## src/hdl/aaf_pkg.sv

```systemverilog
`default_nettype none
package aaf_pkg;

    // ----------------------------------------
    // Register map (byte addresses)
    // ----------------------------------------
    localparam logic [7:0] ADDR_FILT_CFG = 8'h00;
    localparam logic [7:0] ADDR_TUNE_CTL = 8'h04;
    localparam logic [7:0] ADDR_CONV_CFG = 8'h08;
    localparam logic [7:0] ADDR_STATUS = 8'h0C;
    localparam logic [7:0] ADDR_SAMPLE = 8'h10;

    // ----------------------------------------
    // Field positions and reset values
    // ----------------------------------------
    localparam int HPF_LSB = 0;
    localparam int LPF_SCALE_LSB = 4;
    localparam int LPF_BASE_BIT = 8;
    localparam int TWOS_BIT = 0;
    localparam int STAB_EN_BIT = 1;
    localparam logic [2:0] HPF_RST = 3'h0;
    localparam logic [2:0] LPF_SCALE_RST = 3'h3;
    localparam logic [2:0] LPF_SCALE_MAX = 3'h6;
    localparam logic [1:0] RESP_OKAY = 2'h0;
    localparam logic [1:0] RESP_SLVERR = 2'h2;

    // ----------------------------------------
    // Timing counts
    // ----------------------------------------
    localparam int TUNE_CYCLES = 512;
    localparam logic [9:0] TUNE_LAST = 10'(TUNE_CYCLES - 1);
    localparam int LOCK_CYCLES = 8;
    localparam logic [3:0] LOCK_LAST = 4'(LOCK_CYCLES - 1);
    localparam int PIPE_STAGES = 4;
    localparam int SAMPLE_W = 12;
    localparam int FRAME_BITS = 12;

    // ----------------------------------------
    // Types
    // ----------------------------------------
    typedef enum logic [1:0] {
        AAF_TUNE_IDLE,
        AAF_TUNE_RUN
    } aaf_tune_state_t;

    typedef struct packed {
        logic [2:0] hpf_ratio;
        logic [2:0] lpf_scale;
        logic lpf_base;
        logic twos_comp;
        logic stab_en;
    } aaf_cfg_t;

    typedef struct packed {
        logic data;
        logic frame_clk;
        logic bit_clk;
    } aaf_serial_t;

endpackage
`default_nettype wire

```

## src/hdl/aaf_pipe.sv

```systemverilog
`timescale 1ns/1ps
`default_nettype none
module aaf_pipe (
    input wire logic aclk,
    input wire logic aresetn,
    input wire logic [aaf_pkg::PIPE_STAGES*3-1:0] stage_code,
    input wire logic twos_comp,
    output logic [aaf_pkg::SAMPLE_W-1:0] sample,
    output logic sample_vld
);
    import aaf_pkg::*;

    // ----------------------------------------
    // Stage pipeline
    // ----------------------------------------
    logic [PIPE_STAGES*3-1:0] part_r [PIPE_STAGES];
    logic [PIPE_STAGES-1:0] vld_r;

    // Each stage takes a new sample every clock while later stages work on older ones
    genvar g;
    generate
        for (g = 0; g < PIPE_STAGES; g++) begin : g_stage
            if (g == 0) begin : g_first
                always_ff @(posedge aclk) begin
                    if (!aresetn) begin
                        part_r[g] <= '0;
                        vld_r[g] <= 1'b0;
                    end else begin
                        part_r[g] <= stage_code;
                        vld_r[g] <= 1'b1;
                    end
                end
            end else begin : g_next
                always_ff @(posedge aclk) begin
                    if (!aresetn) begin
                        part_r[g] <= '0;
                        vld_r[g] <= 1'b0;
                    end else begin
                        part_r[g] <= part_r[g-1];
                        vld_r[g] <= vld_r[g-1];
                    end
                end
            end
        end
    endgenerate

    // Digital correction: 3-bit stage codes overlap by one bit
    function automatic logic [SAMPLE_W-1:0] correct(input logic [PIPE_STAGES*3-1:0] c);
        logic [SAMPLE_W+1:0] acc;
        acc = '0;
        for (int i = 0; i < PIPE_STAGES; i++) begin
            acc = 14'(acc << 2) + 14'(c[(PIPE_STAGES-1-i)*3 +: 3]);
        end
        return (acc[SAMPLE_W+1:SAMPLE_W] != 2'b00) ? {SAMPLE_W{1'b1}} : acc[SAMPLE_W-1:0];
    endfunction

    // Corrected output word, optional twos-complement format
    always_ff @(posedge aclk) begin
        if (!aresetn) begin
            sample <= '0;
            sample_vld <= 1'b0;
        end else begin
            sample <= correct(part_r[PIPE_STAGES-1]) ^ {twos_comp, 11'h000};
            sample_vld <= vld_r[PIPE_STAGES-1];
        end
    end
endmodule
`default_nettype wire

```

## src/hdl/aaf_ser.sv

```systemverilog
`timescale 1ns/1ps
`default_nettype none
module aaf_ser (
    input wire logic aclk,
    input wire logic aresetn,
    input wire logic [aaf_pkg::SAMPLE_W-1:0] word,
    input wire logic word_vld,
    output aaf_pkg::aaf_serial_t ser
);
    import aaf_pkg::*;

    logic [SAMPLE_W-1:0] shift_r;
    logic [3:0] bit_r;

    // Load one word per frame and shift it out MSB first, frame marks first half
    always_ff @(posedge aclk) begin
        if (!aresetn) begin
            shift_r <= '0;
            bit_r <= 4'h0;
            ser <= '0;
        end else begin
            if (bit_r == 4'(FRAME_BITS) || bit_r == 4'h0 && word_vld) begin
                shift_r <= word;
                bit_r <= word_vld ? 4'h1 : 4'h0;
                ser.data <= word[SAMPLE_W-1];
                ser.frame_clk <= word_vld;
            end else begin
                shift_r <= {shift_r[SAMPLE_W-2:0], 1'b0};
                bit_r <= (bit_r == 4'h0) ? 4'h0 : 4'(bit_r + 4'h1);
                ser.data <= shift_r[SAMPLE_W-2];
                ser.frame_clk <= (bit_r < 4'(FRAME_BITS / 2)) && (bit_r != 4'h0);
            end
            ser.bit_clk <= ~ser.bit_clk;
        end
    end
endmodule
`default_nettype wire

```

## src/hdl/aaf_top.sv

```systemverilog
// Decided for this implementation: register access over AXI4-Lite and the address map.
`timescale 1ns/1ps
`default_nettype none
module aaf_top (
    input wire logic aclk,
    input wire logic aresetn,
    input wire logic [31:0] s_axi_awaddr,
    input wire logic s_axi_awvalid,
    output logic s_axi_awready,
    input wire logic [31:0] s_axi_wdata,
    input wire logic [3:0] s_axi_wstrb,
    input wire logic s_axi_wvalid,
    output logic s_axi_wready,
    output logic [1:0] s_axi_bresp,
    output logic s_axi_bvalid,
    input wire logic s_axi_bready,
    input wire logic [31:0] s_axi_araddr,
    input wire logic s_axi_arvalid,
    output logic s_axi_arready,
    output logic [31:0] s_axi_rdata,
    output logic [1:0] s_axi_rresp,
    output logic s_axi_rvalid,
    input wire logic s_axi_rready,
    input wire logic [aaf_pkg::PIPE_STAGES*3-1:0] stage_code,
    input wire logic tune_cmp,
    input wire logic rate_change,
    output logic [2:0] hpf_ratio,
    output logic [2:0] lpf_scale,
    output logic lpf_base,
    output logic [5:0] cap_trim,
    output logic tune_active,
    output logic stab_bypass,
    output logic stab_locked,
    output logic clk_int,
    output aaf_pkg::aaf_serial_t ser_out
);
    import aaf_pkg::*;

    // ----------------------------------------
    // Configuration registers
    // ----------------------------------------
    aaf_cfg_t cfg_r;
    aaf_tune_state_t tune_state_r;
    logic [9:0] tune_cnt_r;
    logic [5:0] trim_r;
    logic [3:0] lock_cnt_r;
    logic locked_r;
    logic clk_half_r;
    logic [SAMPLE_W-1:0] sample;
    logic sample_vld;
    logic [SAMPLE_W-1:0] last_sample_r;
    logic tune_start;

    // ----------------------------------------
    // AXI4-Lite write channel
    // ----------------------------------------
    logic aw_held_r;
    logic w_held_r;
    logic [7:0] awaddr_r;
    logic [31:0] wdata_r;
    logic [3:0] wstrb_r;
    logic do_write;
    logic wr_hit;

    assign do_write = aw_held_r && w_held_r && !s_axi_bvalid;
    assign wr_hit = (awaddr_r == ADDR_FILT_CFG) || (awaddr_r == ADDR_TUNE_CTL)
        || (awaddr_r == ADDR_CONV_CFG);

    // Address and data captured in either order, response after both
    always_ff @(posedge aclk) begin
        if (!aresetn) begin
            aw_held_r <= 1'b0;
            w_held_r <= 1'b0;
            awaddr_r <= 8'h00;
            wdata_r <= 32'h0000_0000;
            wstrb_r <= 4'h0;
            s_axi_awready <= 1'b0;
            s_axi_wready <= 1'b0;
            s_axi_bvalid <= 1'b0;
            s_axi_bresp <= RESP_OKAY;
        end else begin
            s_axi_awready <= !aw_held_r && !s_axi_awready && s_axi_awvalid;
            s_axi_wready <= !w_held_r && !s_axi_wready && s_axi_wvalid;
            if (s_axi_awvalid && s_axi_awready) begin
                aw_held_r <= 1'b1;
                awaddr_r <= s_axi_awaddr[7:0];
            end
            if (s_axi_wvalid && s_axi_wready) begin
                w_held_r <= 1'b1;
                wdata_r <= s_axi_wdata;
                wstrb_r <= s_axi_wstrb;
            end
            if (do_write) begin
                aw_held_r <= 1'b0;
                w_held_r <= 1'b0;
                s_axi_bvalid <= 1'b1;
                // Unmapped addresses are answered with a slave error
                s_axi_bresp <= wr_hit ? RESP_OKAY : RESP_SLVERR;
            end else if (s_axi_bready) begin
                s_axi_bvalid <= 1'b0;
            end
        end
    end

    // Configuration fields written through byte lane 0 and 1
    always_ff @(posedge aclk) begin
        if (!aresetn) begin
            cfg_r.hpf_ratio <= HPF_RST;
            cfg_r.lpf_scale <= LPF_SCALE_RST;
            cfg_r.lpf_base <= 1'b0;
            cfg_r.twos_comp <= 1'b0;
            cfg_r.stab_en <= 1'b1;
        end else if (do_write && awaddr_r == ADDR_FILT_CFG) begin
            if (wstrb_r[0]) begin
                cfg_r.hpf_ratio <= wdata_r[HPF_LSB +: 3];
                if (wdata_r[LPF_SCALE_LSB +: 3] <= LPF_SCALE_MAX) begin
                    cfg_r.lpf_scale <= wdata_r[LPF_SCALE_LSB +: 3];
                end
            end
            if (wstrb_r[1]) begin
                cfg_r.lpf_base <= wdata_r[LPF_BASE_BIT];
            end
        end else if (do_write && awaddr_r == ADDR_CONV_CFG && wstrb_r[0]) begin
            cfg_r.twos_comp <= wdata_r[TWOS_BIT];
            cfg_r.stab_en <= wdata_r[STAB_EN_BIT];
        end
    end

    assign tune_start = do_write && awaddr_r == ADDR_TUNE_CTL && wstrb_r[0] && wdata_r[0];

    // ----------------------------------------
    // Capacitor tuning sequence
    // ----------------------------------------
    always_ff @(posedge aclk) begin
        if (!aresetn) begin
            tune_state_r <= AAF_TUNE_IDLE;
            tune_cnt_r <= 10'h000;
        end else begin
            unique case (tune_state_r)
                AAF_TUNE_IDLE: begin
                    tune_cnt_r <= 10'h000;
                    if (tune_start) begin
                        tune_state_r <= AAF_TUNE_RUN;
                    end
                end
                AAF_TUNE_RUN: begin
                    tune_cnt_r <= 10'(tune_cnt_r + 10'h001);
                    if (tune_cnt_r == TUNE_LAST) begin
                        tune_state_r <= AAF_TUNE_IDLE;
                    end
                end
                default: begin
                    tune_state_r <= AAF_TUNE_IDLE;
                end
            endcase
        end
    end

    // Trim code steps only while tuning; held otherwise
    always_ff @(posedge aclk) begin
        if (!aresetn) begin
            trim_r <= 6'h20;
        end else if (tune_state_r == AAF_TUNE_RUN) begin
            if (tune_cmp && trim_r != 6'h3F) begin
                trim_r <= 6'(trim_r + 6'h01);
            end else if (!tune_cmp && trim_r != 6'h00) begin
                trim_r <= 6'(trim_r - 6'h01);
            end
        end
    end

    // ----------------------------------------
    // Duty cycle stabilizer model
    // ----------------------------------------
    always_ff @(posedge aclk) begin
        if (!aresetn) begin
            lock_cnt_r <= 4'h0;
            locked_r <= 1'b0;
        end else if (rate_change || !cfg_r.stab_en) begin
            lock_cnt_r <= 4'h0;
            locked_r <= 1'b0;
        end else if (!locked_r) begin
            lock_cnt_r <= 4'(lock_cnt_r + 4'h1);
            locked_r <= (lock_cnt_r == LOCK_LAST);
        end
    end

    // Regenerated internal clock toggles each edge, even duty when locked
    always_ff @(posedge aclk) begin
        if (!aresetn) begin
            clk_half_r <= 1'b0;
        end else begin
            clk_half_r <= ~clk_half_r;
        end
    end

    // ----------------------------------------
    // Converter and serializer
    // ----------------------------------------
    aaf_pipe u_pipe (
        .aclk(aclk),
        .aresetn(aresetn),
        .stage_code(stage_code),
        .twos_comp(cfg_r.twos_comp),
        .sample(sample),
        .sample_vld(sample_vld)
    );

    aaf_ser u_ser (
        .aclk(aclk),
        .aresetn(aresetn),
        .word(sample),
        .word_vld(sample_vld),
        .ser(ser_out)
    );

    always_ff @(posedge aclk) begin
        if (!aresetn) begin
            last_sample_r <= '0;
        end else if (sample_vld) begin
            last_sample_r <= sample;
        end
    end

    // ----------------------------------------
    // AXI4-Lite read channel
    // ----------------------------------------
    always_ff @(posedge aclk) begin
        if (!aresetn) begin
            s_axi_arready <= 1'b0;
            s_axi_rvalid <= 1'b0;
            s_axi_rdata <= 32'h0000_0000;
            s_axi_rresp <= RESP_OKAY;
        end else begin
            s_axi_arready <= !s_axi_arready && !s_axi_rvalid && s_axi_arvalid;
            if (s_axi_arvalid && s_axi_arready) begin
                s_axi_rvalid <= 1'b1;
                s_axi_rresp <= RESP_OKAY;
                unique case (s_axi_araddr[7:0])
                    ADDR_FILT_CFG: s_axi_rdata <= {23'h0, cfg_r.lpf_base, 1'b0,
                        cfg_r.lpf_scale, 1'b0, cfg_r.hpf_ratio};
                    ADDR_TUNE_CTL: s_axi_rdata <= {31'h0, tune_state_r == AAF_TUNE_RUN};
                    ADDR_CONV_CFG: s_axi_rdata <= {30'h0, cfg_r.stab_en, cfg_r.twos_comp};
                    ADDR_STATUS: s_axi_rdata <= {16'h0, 2'h0, trim_r, 6'h0, locked_r,
                        tune_state_r == AAF_TUNE_RUN};
                    ADDR_SAMPLE: s_axi_rdata <= {20'h0, last_sample_r};
                    default: begin
                        s_axi_rdata <= 32'h0000_0000;
                        s_axi_rresp <= RESP_SLVERR;
                    end
                endcase
            end else if (s_axi_rready) begin
                s_axi_rvalid <= 1'b0;
            end
        end
    end

    // ----------------------------------------
    // Registered control outputs
    // ----------------------------------------
    always_ff @(posedge aclk) begin
        if (!aresetn) begin
            hpf_ratio <= HPF_RST;
            lpf_scale <= LPF_SCALE_RST;
            lpf_base <= 1'b0;
            cap_trim <= 6'h20;
            tune_active <= 1'b0;
            stab_bypass <= 1'b0;
            stab_locked <= 1'b0;
            clk_int <= 1'b0;
        end else begin
            hpf_ratio <= cfg_r.hpf_ratio;
            lpf_scale <= cfg_r.lpf_scale;
            lpf_base <= cfg_r.lpf_base;
            cap_trim <= trim_r;
            tune_active <= tune_state_r == AAF_TUNE_RUN;
            stab_bypass <= !cfg_r.stab_en;
            stab_locked <= locked_r;
            clk_int <= (cfg_r.stab_en && locked_r) ? ~clk_half_r : ~clk_int;
        end
    end
endmodule
`default_nettype wire

```

## config.mk

```make
export PLATFORM = sky130hd
export DESIGN_NAME = aaf_top
export DESIGN_NICKNAME = d
export VERILOG_FILES = /design/src/hdl/aaf_pkg.sv /design/src/hdl/aaf_pipe.sv /design/src/hdl/aaf_ser.sv /design/src/hdl/aaf_top.sv
export SDC_FILE = /design/constraint.sdc
export NUM_CORES = 1
export LEC_CHECK = 0
export BUFFER_PORTS_ARGS = -buffer_cell sky130_fd_sc_hd__buf_2
export CORE_MARGIN = 1.5
export CORE_UTILIZATION = 35
export CTS_BUF_LIST = sky130_fd_sc_hd__clkbuf_2
export DETAILED_ROUTE_END_ITERATION = 8
export GPL_TIMING_DRIVEN = 0
export PLACE_DENSITY_LB_ADDON = 0.05
export RECOVER_POWER = 25
export SLEW_MARGIN = 20
export SYNTH_ARGS = -nofsm -noshare
export SYNTH_HDL_FRONTEND = slang
export SYNTH_SLANG_ARGS = --single-unit
```

## constraint.sdc

```tcl
create_clock -name aclk -period 3.2 [get_ports aclk]
set_input_delay 0.8 -clock aclk [delete_from_list [all_inputs] [get_ports aclk]]
set_output_delay 0.8 -clock aclk [all_outputs]
set_load 0.03 [all_outputs]
```

==> metrics.txt, run 1 <==
Clock transition at path regs 0.29 ns; Avg Inst Size Synth ~9.8 µm²; Synth Area in Simple Gates 0.211; unrepaired setup endpoints after global routing false; Tot GR Track Use 0.155; worst skew pair latency 0.74 ns; DP Area about 0.0076 mm²; core footprint 0.0189 mm²; post-route cell area about 0.0079 mm²; Die Ht around 140 µm; post-synthesis xor/xnor area fraction 0.0232; post-synthesis compound-gate area fraction 0.0963; CTS sink cnt 184; Rel. slew slack 0.453; Final Cycle Share 0.781; yosys warns 0; DP Wirelength 11,100 µm; pwr/cell area 479 mW/mm²; status completed; # resized after CTS 0; largest net degree at the start of global routing 19; CTS tree done; io pins 182; post-synth top area share 0.541; H-tree levels 4; dominant cells by area after synthesis dfxtp_1 (54%), and2_1 (6.3%), mux2i_1 (5.0%); Nets 952; P_sw around 1000 µW; mux share of post-synthesis cell area 0.0533; Yosys reg bits approximately 180; Max rail drop VDD 0.225 mV; max-cap violation count 0; initial antenna violation count 1; Synth cell types 61; Slew Limit Fails 0; GRT overflow 0; Synth area leader dfxtp_1; share of cells above drive strength 1 0.186; CP Class register to register; routed length per instance approximately 14 µm; count of final setup violators 0; gpl congestion slightly above 0.8; DIE AREA 0.0203 mm²; Max Fclk 0.400 GHz; vias in the first global route 4,684; cts hold-fix bufs 0; Gate Count Post-Synth 692; number of synthesized flops with an enable pin 0; drt first pass iters 4; Post-CTS Setup Repair Bufs 0; Rows 50; Min-Delay Path Class primary input to register; footprint of the multi-input gates 0.00288 mm²; synthesized area 0.00681 mm²; final hold vios 0; leakage power about 0.0033 µW; Total Power between 3000 and 4000 µW; Final min period 2.50 ns; critical path endpoint category register; crit start category register; slew of the pin with the lowest slew margin 0.821 ns; Vias 5,008; clock power share 0.312; sequential area share after synthesis 0.541; setup TNS 0 ns; Internal Power roughly 2700 µW; Adder-Cell Fraction of Synth Area 0.0287; main flop type after synthesis dfxtp_1; CP Data Arrival Time 3.16 ns; Async S/R FF share, synth 0; switching share of power 0.274; PortBufs 86; vias per cell 4.59; Root Buffer clkbuf_2; sequential cell area roughly 0.0037 mm²; Area Growth Syn to Fin 15.7%; fill count 1,948; initial core utilization 0.360; Routed Antenna Nets 0; Num CTS Buffers 17; largest family of logic cells by synthesized area simple AND/OR/NAND/NOR gates; reg-to-reg slack, setup 0.70 ns; first-pass GRT wire length roughly 24,000 µm; combinational power share 0.063; wirelength, routed between 15,000 and 20,000 µm; critical-path maximum fanout 5; Req. time, crit path 3.86 ns; first-iteration detailed-routing DRC count 251; clk_skew 0.0316 ns; drc violations 0; Reg power frac 0.625; Die X 142 µm; clock tree buffer depth 2
worst max-delay path, stage by stage, from the launching register on:
cell	delay, ns
dfxtp_1	0.52
inv_1	0.14
o31a_1	0.39
inv_1	0.18
ha_1	0.27
a211oi_1	0.26
nor2_1	0.11
o21a_1	0.22
nor4_1	0.24
a311oi_1	0.08
cells in the mapped netlist (11+ instances only):
library cell,number
buf_4,20
xnor2_1,11
a22oi_1,11
ha_1,14
mux2i_1,34
nor2_1,73
and2_1,69
nand2_1,59
nand3_1,20
a21oi_1,42
clkbuf_1,20
o21ai_0,13
dfxtp_1,184
flip-flops by register name (all words and copies together), names as in the netlist, 6 cells and up:
name,count
wdata_r,7
tune_cnt_r,10
cap_trim,6
u_pipe.sample,12
awaddr_r,8
last_sample_r,12
u_pipe.part_r,48
cfg_r,9
u_ser.shift_r,11
s_axi_rdata,14
trim_r,6
logic make-up (layout without fill, tap and decap cells):
group	count (synthesis)	after routing
AOI/OAI and AO/OA	102	102
xor gates and xnor gates	18	18
adders and majority gates	15	15
buffers and inverters	57	175
DFF	184	184
muxes	36	36
other	1	22
and+or+nand+nor	279	279
per-layer routing:
layer,GRT usage,wire length (µm)
met5,0,0
met4,0.0483,160
met3,0.0404,771
met2,0.244,6650
met1,0.207,7460
through the flow:
| step | utilization | hold WS (ns) | setup slack (ns) | instances |
|---|---|---|---|---|
| after CTS | 0.417 | 0.145 | 0.719 | 1089 |
| after detailed placement | 0.404 | 0.395 | 0.161 | 1057 |
| after floorplan | - | 0.393 | 0.853 | 711 |
| after global placement | 0.404 | 0.393 | 0.224 | 1057 |
| after global routing | 0.417 | 0.101 | 0.555 | 1091 |
| final | 0.417 | 0.225 | 0.701 | 1091 |
placed cells by master (no fill, tap or decap), types with 3 or more instances in the layout:
cell,instances
a211oi_1,5
and2_1,51
nor3_1,7
a22oi_1,11
a21oi_1,42
o21a_1,3
mux2i_1,34
nand3_1,20
buf_6,3
inv_6,6
o21ai_0,13
xnor2_1,11
nand4_1,3
nor2_1,73
inv_1,10
xor2_1,7
ha_1,14
buf_4,20
conb_1,20
and2_0,18
nand3b_1,6
clkbuf_2,17
or3_1,5
and3_1,7
nor2b_1,6
a2bb2oi_1,5
nor4_1,4
nand2b_1,6
nand2_1,60
clkinvlp_4,3
buf_2,87
dfxtp_1,184
clkbuf_1,21
power groups by stage:
stage / combinational [µW] / clock (µW) / sequential (µW)
after global placement: 238 / 0 / 2400
after floorplan: 150 / 0 / 2410
after CTS: 242 / 1230 / 2360
after detailed placement: 241 / 0 / 2400
final: 238 / 1180 / 2360
after global routing: 262 / 1330 / 2370
path summary, 6_finish.rpt:
path                                         startpoint                        endpoint  depth (start not counted)
worst max-delay path             trim_r[0]$_SDFFE_PN0P_          trim_r[5]$_SDFFE_PN1P_                          9
worst min-delay path                      stage_code[4]  u_pipe.part_r[0][4]$_SDFF_PN0_                          2
worst max register to register   trim_r[0]$_SDFFE_PN0P_          trim_r[5]$_SDFFE_PN1P_                          9
worst min register to register  u_ser.ser[0]$_SDFF_PN0_         u_ser.ser[0]$_SDFF_PN0_                          1
final cells by class:
cell class | instances | share of cell area
Sequential cell | 184 | 0.468
Multi-Input combinational cell | 470 | 0.365
Timing Repair Buffer | 86 | 0.0545
Tap cell | 260 | 0.0413
Buffer | 47 | 0.0351
Clock inverter | 15 | 0.0199
Clock buffer | 17 | 0.0108
Inverter | 10 | 0.00477
Antenna cell | 2 | 0.000636
(Power assumes the default switching activity.)
==> run 2, diff against run 1 <==
==> constraint.sdc (replaced) <==
create_clock -name aclk -period 2.4 [get_ports aclk]
set_input_delay 0.6 -clock aclk [delete_from_list [all_inputs] [get_ports aclk]]
set_output_delay 0.6 -clock aclk [all_outputs]
set_load 0.03 [all_outputs]
==> run 2 against run 1 <==
Clock power grew 33%. First-iteration DRC count grew 9.6%. Worst setup slack lost 0.57 ns. Utilization grew 2.0 points. Cell area grew 4.8%.
==> metrics.txt, run 2 (synthesized netlist as in run 1, its figures left out) <==
Routed Antenna Nets 0 (unchanged); origin of the critical flop-to-flop path trim_r[5]$_SDFFE_PN1P_; most used routing layer met2; Clock transition at path regs 0.29 ns (about the same); drt first pass iters 4 (unchanged); leakage power 0.00347 µW (+4.7%); vias in the first global route 4,759 (+1.6%); max-cap violation count 0 (unchanged); Bufs and invs on worst path 1 (-1); setup TNS 0 ns (unchanged); slew of the pin with the lowest slew margin 0.855 ns (+0.0338 ns); DIE AREA 0.0203 mm² (unchanged); Hold Path Stages 3 (+1); Num CTS Buffers 17 (unchanged); post-route cell area 0.00825 mm² (+4.8%); max reg flops 48 (unchanged); Largest Register u_pipe.part_r; critical path's largest stage delay 0.44 ns (-0.08 ns); DP Worst Slack -0.439 ns (-0.600 ns); first-pass GRT wire length 24,300 µm (+0.95%); vias per cell 4.59 (about the same); Hold Worst Slack 0.0910 ns (-0.134 ns); H-tree levels 4 (unchanged); Worst path slowest cell dfxtp_4; io pins 182 (unchanged); Rel. slew slack 0.430 (-0.0225); commonest non-fill, non-tap cells in the layout dfxtp_1 (178), buf_2 (87), nor2_1 (73); DP Area 0.00763 mm² (unchanged); pwr/cell area 614 mW/mm² (+28%); first-iteration detailed-routing DRC count 275 (+9.6%); clock tree buffer depth 2 (unchanged); core footprint 0.0189 mm² (unchanged); drc violations 0 (unchanged); clk_skew 0.0337 ns (+0.00207 ns); Hold Path Origin s_axi_awaddr[4]; Rows 50 (unchanged); crit start category register; critical path endpoint category register; critical-path maximum fanout 5 (unchanged); PortBufs 86 (unchanged); worst skew pair latency 0.75 ns (about the same); wirelength, routed 15,300 µm (+1.5%); Nets 988 (+3.8%); worst path cell trace nand4_1 -> o31a_1 -> inv_2 -> ha_1 -> a211oi_1 -> nor2_1 -> o211ai_1 -> o221ai_1 -> a311oi_1; CTS tree done; Final Cycle Share 0.947 (+0.166); PnR worst setup slack 0.128 ns (-0.573 ns); Die X 142 µm (unchanged); share of cells above drive strength 1 0.192 (+0.00614); final hold vios 0 (unchanged); Tot GR Track Use 0.156 (+0.00129); CTS sink cnt 184 (unchanged); Largest regs u_pipe.part_r: 48 flops, s_axi_rdata: 14 flops; Final min period 2.27 ns (-0.227 ns); met1 Use GR 0.208 (+0.000419); Req. time, crit path 3.09 ns (-0.77 ns); initial core utilization 0.360 (unchanged); DP Wirelength 11,100 µm (unchanged); Root Buffer clkbuf_2; largest net degree at the start of global routing 19 (unchanged); Min-Delay Path Class primary input to register; reg-to-reg slack, setup 0.13 ns (-0.57 ns); initial antenna violation count 1 (unchanged); Min-Delay Endpoint awaddr_r[4]$_SDFFE_PN0P_; GRT overflow 0 (unchanged); Slew Limit Fails 0 (unchanged); Worst path top cell family by delay compound AO/OA/AOI/OAI gates; CP Class register to register; status completed; Max rail drop VDD 0.308 mV (+37%); gpl congestion 0.821 (unchanged); count of final setup violators 0 (unchanged); GR Util met2 0.248 (+0.00434); Die Ht 142 µm (unchanged); CP Data Arrival Time 2.96 ns (-0.20 ns); Reg2Reg Depth 9 (unchanged); Vias 5,170 (+3.2%); routed length per instance 13.6 µm (-1.7%); Max Fclk 0.440 GHz (+10%); most common cell after layout, fill and taps aside dfxtp_1; Area Growth Syn to Fin 21.3%; reg-to-reg endpoint trim_r[5]$_SDFFE_PN1P_; routing usage on met3 0.0400 (-0.000336)
[run 2: changes by cell type in the layout (fill, tap and decap cells not counted)]
cell           delta
and2_0            +1
inv_2             +1
dfxtp_4           +6
nor4_2            +1
inv_1             -1
nor4_1            -1
dlygate4sd3_1    +32
dfxtp_1           -6
buf_4             +4
and2_1            -1
diode_2           -1
[run 2: worst max path at each step]
stage,endpoint,startpoint,depth (start not counted)
6_report,trim_r[5]$_SDFFE_PN1P_,trim_r[5]$_SDFFE_PN1P_,9
5_1_grt,trim_r[5]$_SDFFE_PN1P_,trim_r[3]$_SDFFE_PN0P_,9
3_5_place_dp,tune_cnt_r[7]$_SDFF_PN0_,aresetn,5
2_1_floorplan,trim_r[5]$_SDFFE_PN1P_,trim_r[0]$_SDFFE_PN0P_,9
3_3_place_gp,tune_cnt_r[9]$_SDFF_PN0_,aresetn,5
4_1_cts,trim_r[5]$_SDFFE_PN1P_,trim_r[3]$_SDFFE_PN0P_,9
[run 2: area by class of cell]
cell class | instances | area, µm²
antenna | 1 | 2.50
inverter | 10 | 37.5
timing repair buffer | 122 | 779
clock inverter | 15 | 156
clock buffer | 17 | 85.1
multi-input combinational | 470 | 2880
sequential | 184 | 3710
fill | 1934 | 10600
tap | 260 | 325
buffer | 47 | 277
[run 2: metal layers]
layer / up-vias / share of wire
met5: - / 0
met4: 0 / 0.010
met3: 15 / 0.049
met2: 130 / 0.45
met1: 2392 / 0.49
li1: 2633 / -
[run 2: worst min-delay path: stages]
cell	delay, ns
buf_2	0.10
nand3_1	0.06
a21oi_1	0.06
[run 2: what timing repair did]
action	CTS	global route
setup endpoints to repair	1	2
setup buffers	0	4
hold buffers	26	6
pin swaps	0	1
gates resized for setup	3	11
endpoints found under the hold margin	26	6
[run 2: through the flow]
stage,power (µW),std cells,util
global placement,3510,1057,0.404
detailed placement,3520,1057,0.404
finish,5060,1126,0.437
floorplan,3410,711,-
CTS,5130,1115,0.431
global route,5320,1126,0.437
[run 2: where the power goes]
group          switching, µW  internal, µW  total (µW)
sequential              23.2          3110        3140
clock                   1150           417        1570
combinational            208           152         360
total                   1380          3680        5060
==> run 3, diff against run 2 <==
--- a/config.mk
+++ b/config.mk
@@ -7,7 +7,7 @@
 export LEC_CHECK = 0
 export BUFFER_PORTS_ARGS = -buffer_cell sky130_fd_sc_hd__buf_2
 export CORE_MARGIN = 1.5
-export CORE_UTILIZATION = 35
+export CORE_UTILIZATION = 54
 export CTS_BUF_LIST = sky130_fd_sc_hd__clkbuf_2
 export DETAILED_ROUTE_END_ITERATION = 8
 export GPL_TIMING_DRIVEN = 0
==> constraint.sdc (replaced) <==
create_clock -name aclk -period 2.4 [get_ports aclk]
set_input_delay 0.24 -clock aclk [delete_from_list [all_inputs] [get_ports aclk]]
set_output_delay 0.24 -clock aclk [all_outputs]
set_load 0.03 [all_outputs]
==> run 3 against run 2 <==
Routed wire length shrank 1.6%. Sequential share of layout area down 1.1 points. Die area fell by 35%. Non-clock buffer count increased by 33. Utilization up 26 points. Clock power fell by 4%. Critical path type is now primary input to register. Largest cell class unchanged. Highest routed layer unchanged.
==> metrics.txt, run 3 (synthesized netlist as in run 1, its figures left out) <==
routed wl met3 719 µm (-3.5%); Bufs and invs on worst path 4 (+3); origin of the critical flop-to-flop path s_axi_awready$_SDFF_PN0_; Stages on worst setup path 8 (-1); PortBufs 86 (unchanged); critical-path maximum fanout 6 (+1); first-pass GRT wire length 23,900 µm (-1.7%); max reg flops 48 (unchanged); core footprint 0.0122 mm² (-36%); max-cap violation count 0 (unchanged); Max Fclk 0.434 GHz (-1.5%); GRT overflow 0 (unchanged); DIE AREA 0.0133 mm² (-35%); pwr/cell area 595 mW/mm² (-3.1%); final hold vios 0 (unchanged); H-tree levels 4 (unchanged); worst path cell trace dlygate4sd3_1 -> buf_2 -> or4_4 -> dlygate4sd3_1 -> nor3_4 -> a22oi_1 -> dlygate4sd3_1 -> nor2_1; routed length per instance 14.1 µm (+3.9%); sequential cell area 0.00370 mm² (about the same); Die Ht 115 µm (-19%); Max rail drop VDD 0.486 mV (+58%); clk_skew 0.0187 ns (-0.0149 ns); Die X 115 µm (-19%); DP Wirelength 10,200 µm (-7.8%); leakage power 0.00361 µW (+4.2%); CTS tree done; vias in the first global route 5,055 (+6.2%); post-route cell area 0.00845 mm² (+2.4%); Worst path slowest cell dlygate4sd3_1; Req. time, crit path 3.10 ns (about the same); Largest regs u_pipe.part_r: 48 flops, s_axi_rdata: 14 flops; Reg2Reg Depth 5 (-4); Area Growth Syn to Fin 24.1%; status completed; Rows 40 (-20%); initial antenna violation count 0 (-1); Num CTS Buffers 17 (unchanged); io pins 182 (unchanged); Hold Path Origin s_axi_araddr[4]; WL met2 7180 µm (+4.2%); CP Class primary input to register; CP Data Arrival Time 3.01 ns (+0.05 ns); most used cell, CP dlygate4sd3_1; first-iteration detailed-routing DRC count 288 (+4.7%); clock tree buffer depth 2 (unchanged); Min-Delay Endpoint s_axi_rdata[8]$_SDFFE_PN0P_; count of final setup violators 0 (unchanged); Worst path top cell family by delay buffers and inverters; critical path endpoint category register; Slew Limit Fails 0 (unchanged); Nets 1,021 (+3.3%); crit start category primary input; CTS sink cnt 184 (unchanged); worst skew pair latency 0.74 ns (about the same); critical path's largest stage delay 0.62 ns (+0.18 ns); DP Area 0.00752 mm² (-1.5%); reg-to-reg endpoint awaddr_r[7]$_SDFFE_PN0P_; Rel. slew slack 0.465 (+0.0349); Largest Register u_pipe.part_r; slew of the pin with the lowest slew margin 0.802 ns (-0.0523 ns); commonest non-fill, non-tap cells in the layout dfxtp_1 (178), buf_2 (87), nor2_1 (73); drt first pass iters 5 (+1); share of cells above drive strength 1 0.185 (-0.00705); gpl congestion 0.848 (+3.3%); drc violations 0 (unchanged); reg-to-reg slack, setup 0.14 ns (about the same); Hold Path Stages 5 (+2); initial core utilization 0.560 (+0.199); wirelength, routed 15,000 µm (-1.6%); Top Layer Used met4; largest net degree at the start of global routing 18 (-1); most common cell after layout, fill and taps aside dfxtp_1; footprint of the multi-input gates 0.00288 mm² (about the same); Min-Delay Path Class primary input to register; Final min period 2.31 ns (+0.0340 ns); vias per cell 5.03 (+9.6%); setup TNS 0 ns (unchanged); unrepaired setup endpoints after global routing false; Tot GR Track Use 0.235 (+0.0786); # diodes 0 (-1); Final Cycle Share 0.961 (+0.0142); Clock transition at path regs 0.25 ns (-0.04 ns); Routed Antenna Nets 0 (unchanged); fill count 963 (-50%); Root Buffer clkbuf_2; Vias 5,366 (+3.8%); Met1 Wirelength 6900 µm (-7.5%)
run 3: worst max path at each step:
stage	startpoint	to	slack [ns]
after floorplan	trim_r[0]$_SDFFE_PN0P_	trim_r[5]$_SDFFE_PN1P_	0.25
after global placement	trim_r[3]$_SDFFE_PN0P_	trim_r[5]$_SDFFE_PN1P_	0.07
after detailed placement	trim_r[1]$_SDFFE_PN0P_	trim_r[5]$_SDFFE_PN1P_	-0.06
after CTS	trim_r[0]$_SDFFE_PN0P_	trim_r[5]$_SDFFE_PN1P_	0.05
after global routing	trim_r[4]$_SDFFE_PN0P_	trim_r[5]$_SDFFE_PN1P_	0.0005
final	s_axi_araddr[7]	s_axi_rdata[0]$_SDFFE_PN0P_	0.09
run 3: layout make-up:
| cell class | instances | share of cell area |
|---|---|---|
| flip-flops and latches | 184 | 0.438 |
| multi-input cells | 470 | 0.341 |
| repair buffers | 155 | 0.131 |
| plain buffers | 47 | 0.0327 |
| well taps | 168 | 0.0249 |
| clock inverters | 14 | 0.0164 |
| clock buffers | 18 | 0.0107 |
| inverters | 10 | 0.00444 |
run 3: repair_timing:
action,in CTS,in global routing
pin swaps,0,1
hold buffers,64,2
hold endpoints to repair,59,2
buffers inserted,0,4
endpoints found under the setup margin,2,3
gates resized for setup,7,6
run 3: per-stage QoR:
stage / total power, µW / setup slack [ns] / util / cells / hold slack (ns)
3_5_place_dp: 3510 / -0.0646 / 0.618 / 965 / 0.404
5_1_grt: 5230 / 0.000549 / 0.695 / 1066 / 0.0400
4_1_cts: 5030 / 0.0529 / 0.690 / 1061 / 0.0203
3_3_place_gp: 3500 / 0.0744 / 0.618 / 965 / 0.393
2_1_floorplan: 3410 / 0.252 / - / 711 / 0.268
6_report: 5020 / 0.0936 / 0.695 / 1066 / 0.0819
run 3: worst reg2reg max path, stage by stage (launching register included):
cell	delay, ns
dfxtp_1	0.40
clkbuf_1	0.34
nand3_1	0.19
dlygate4sd3_1	0.61
a21oi_1	0.13
dlygate4sd3_1	0.55
run 3: power breakdown:
| part | switching, µW | total, µW | internal [µW] |
|---|---|---|---|
| Clock | 1090 | 1500 | 410 |
| Combinational | 214 | 390 | 176 |
| Sequential | 23.9 | 3140 | 3110 |
| Total | 1320 | 5020 | 3700 |
run 3: per-layer routing:
layer / vias up / track usage
met5: - / 0
li1: 2697 / -
met4: 0 / 0.0914
met2: 155 / 0.397
met1: 2497 / 0.293
met3: 17 / 0.0527
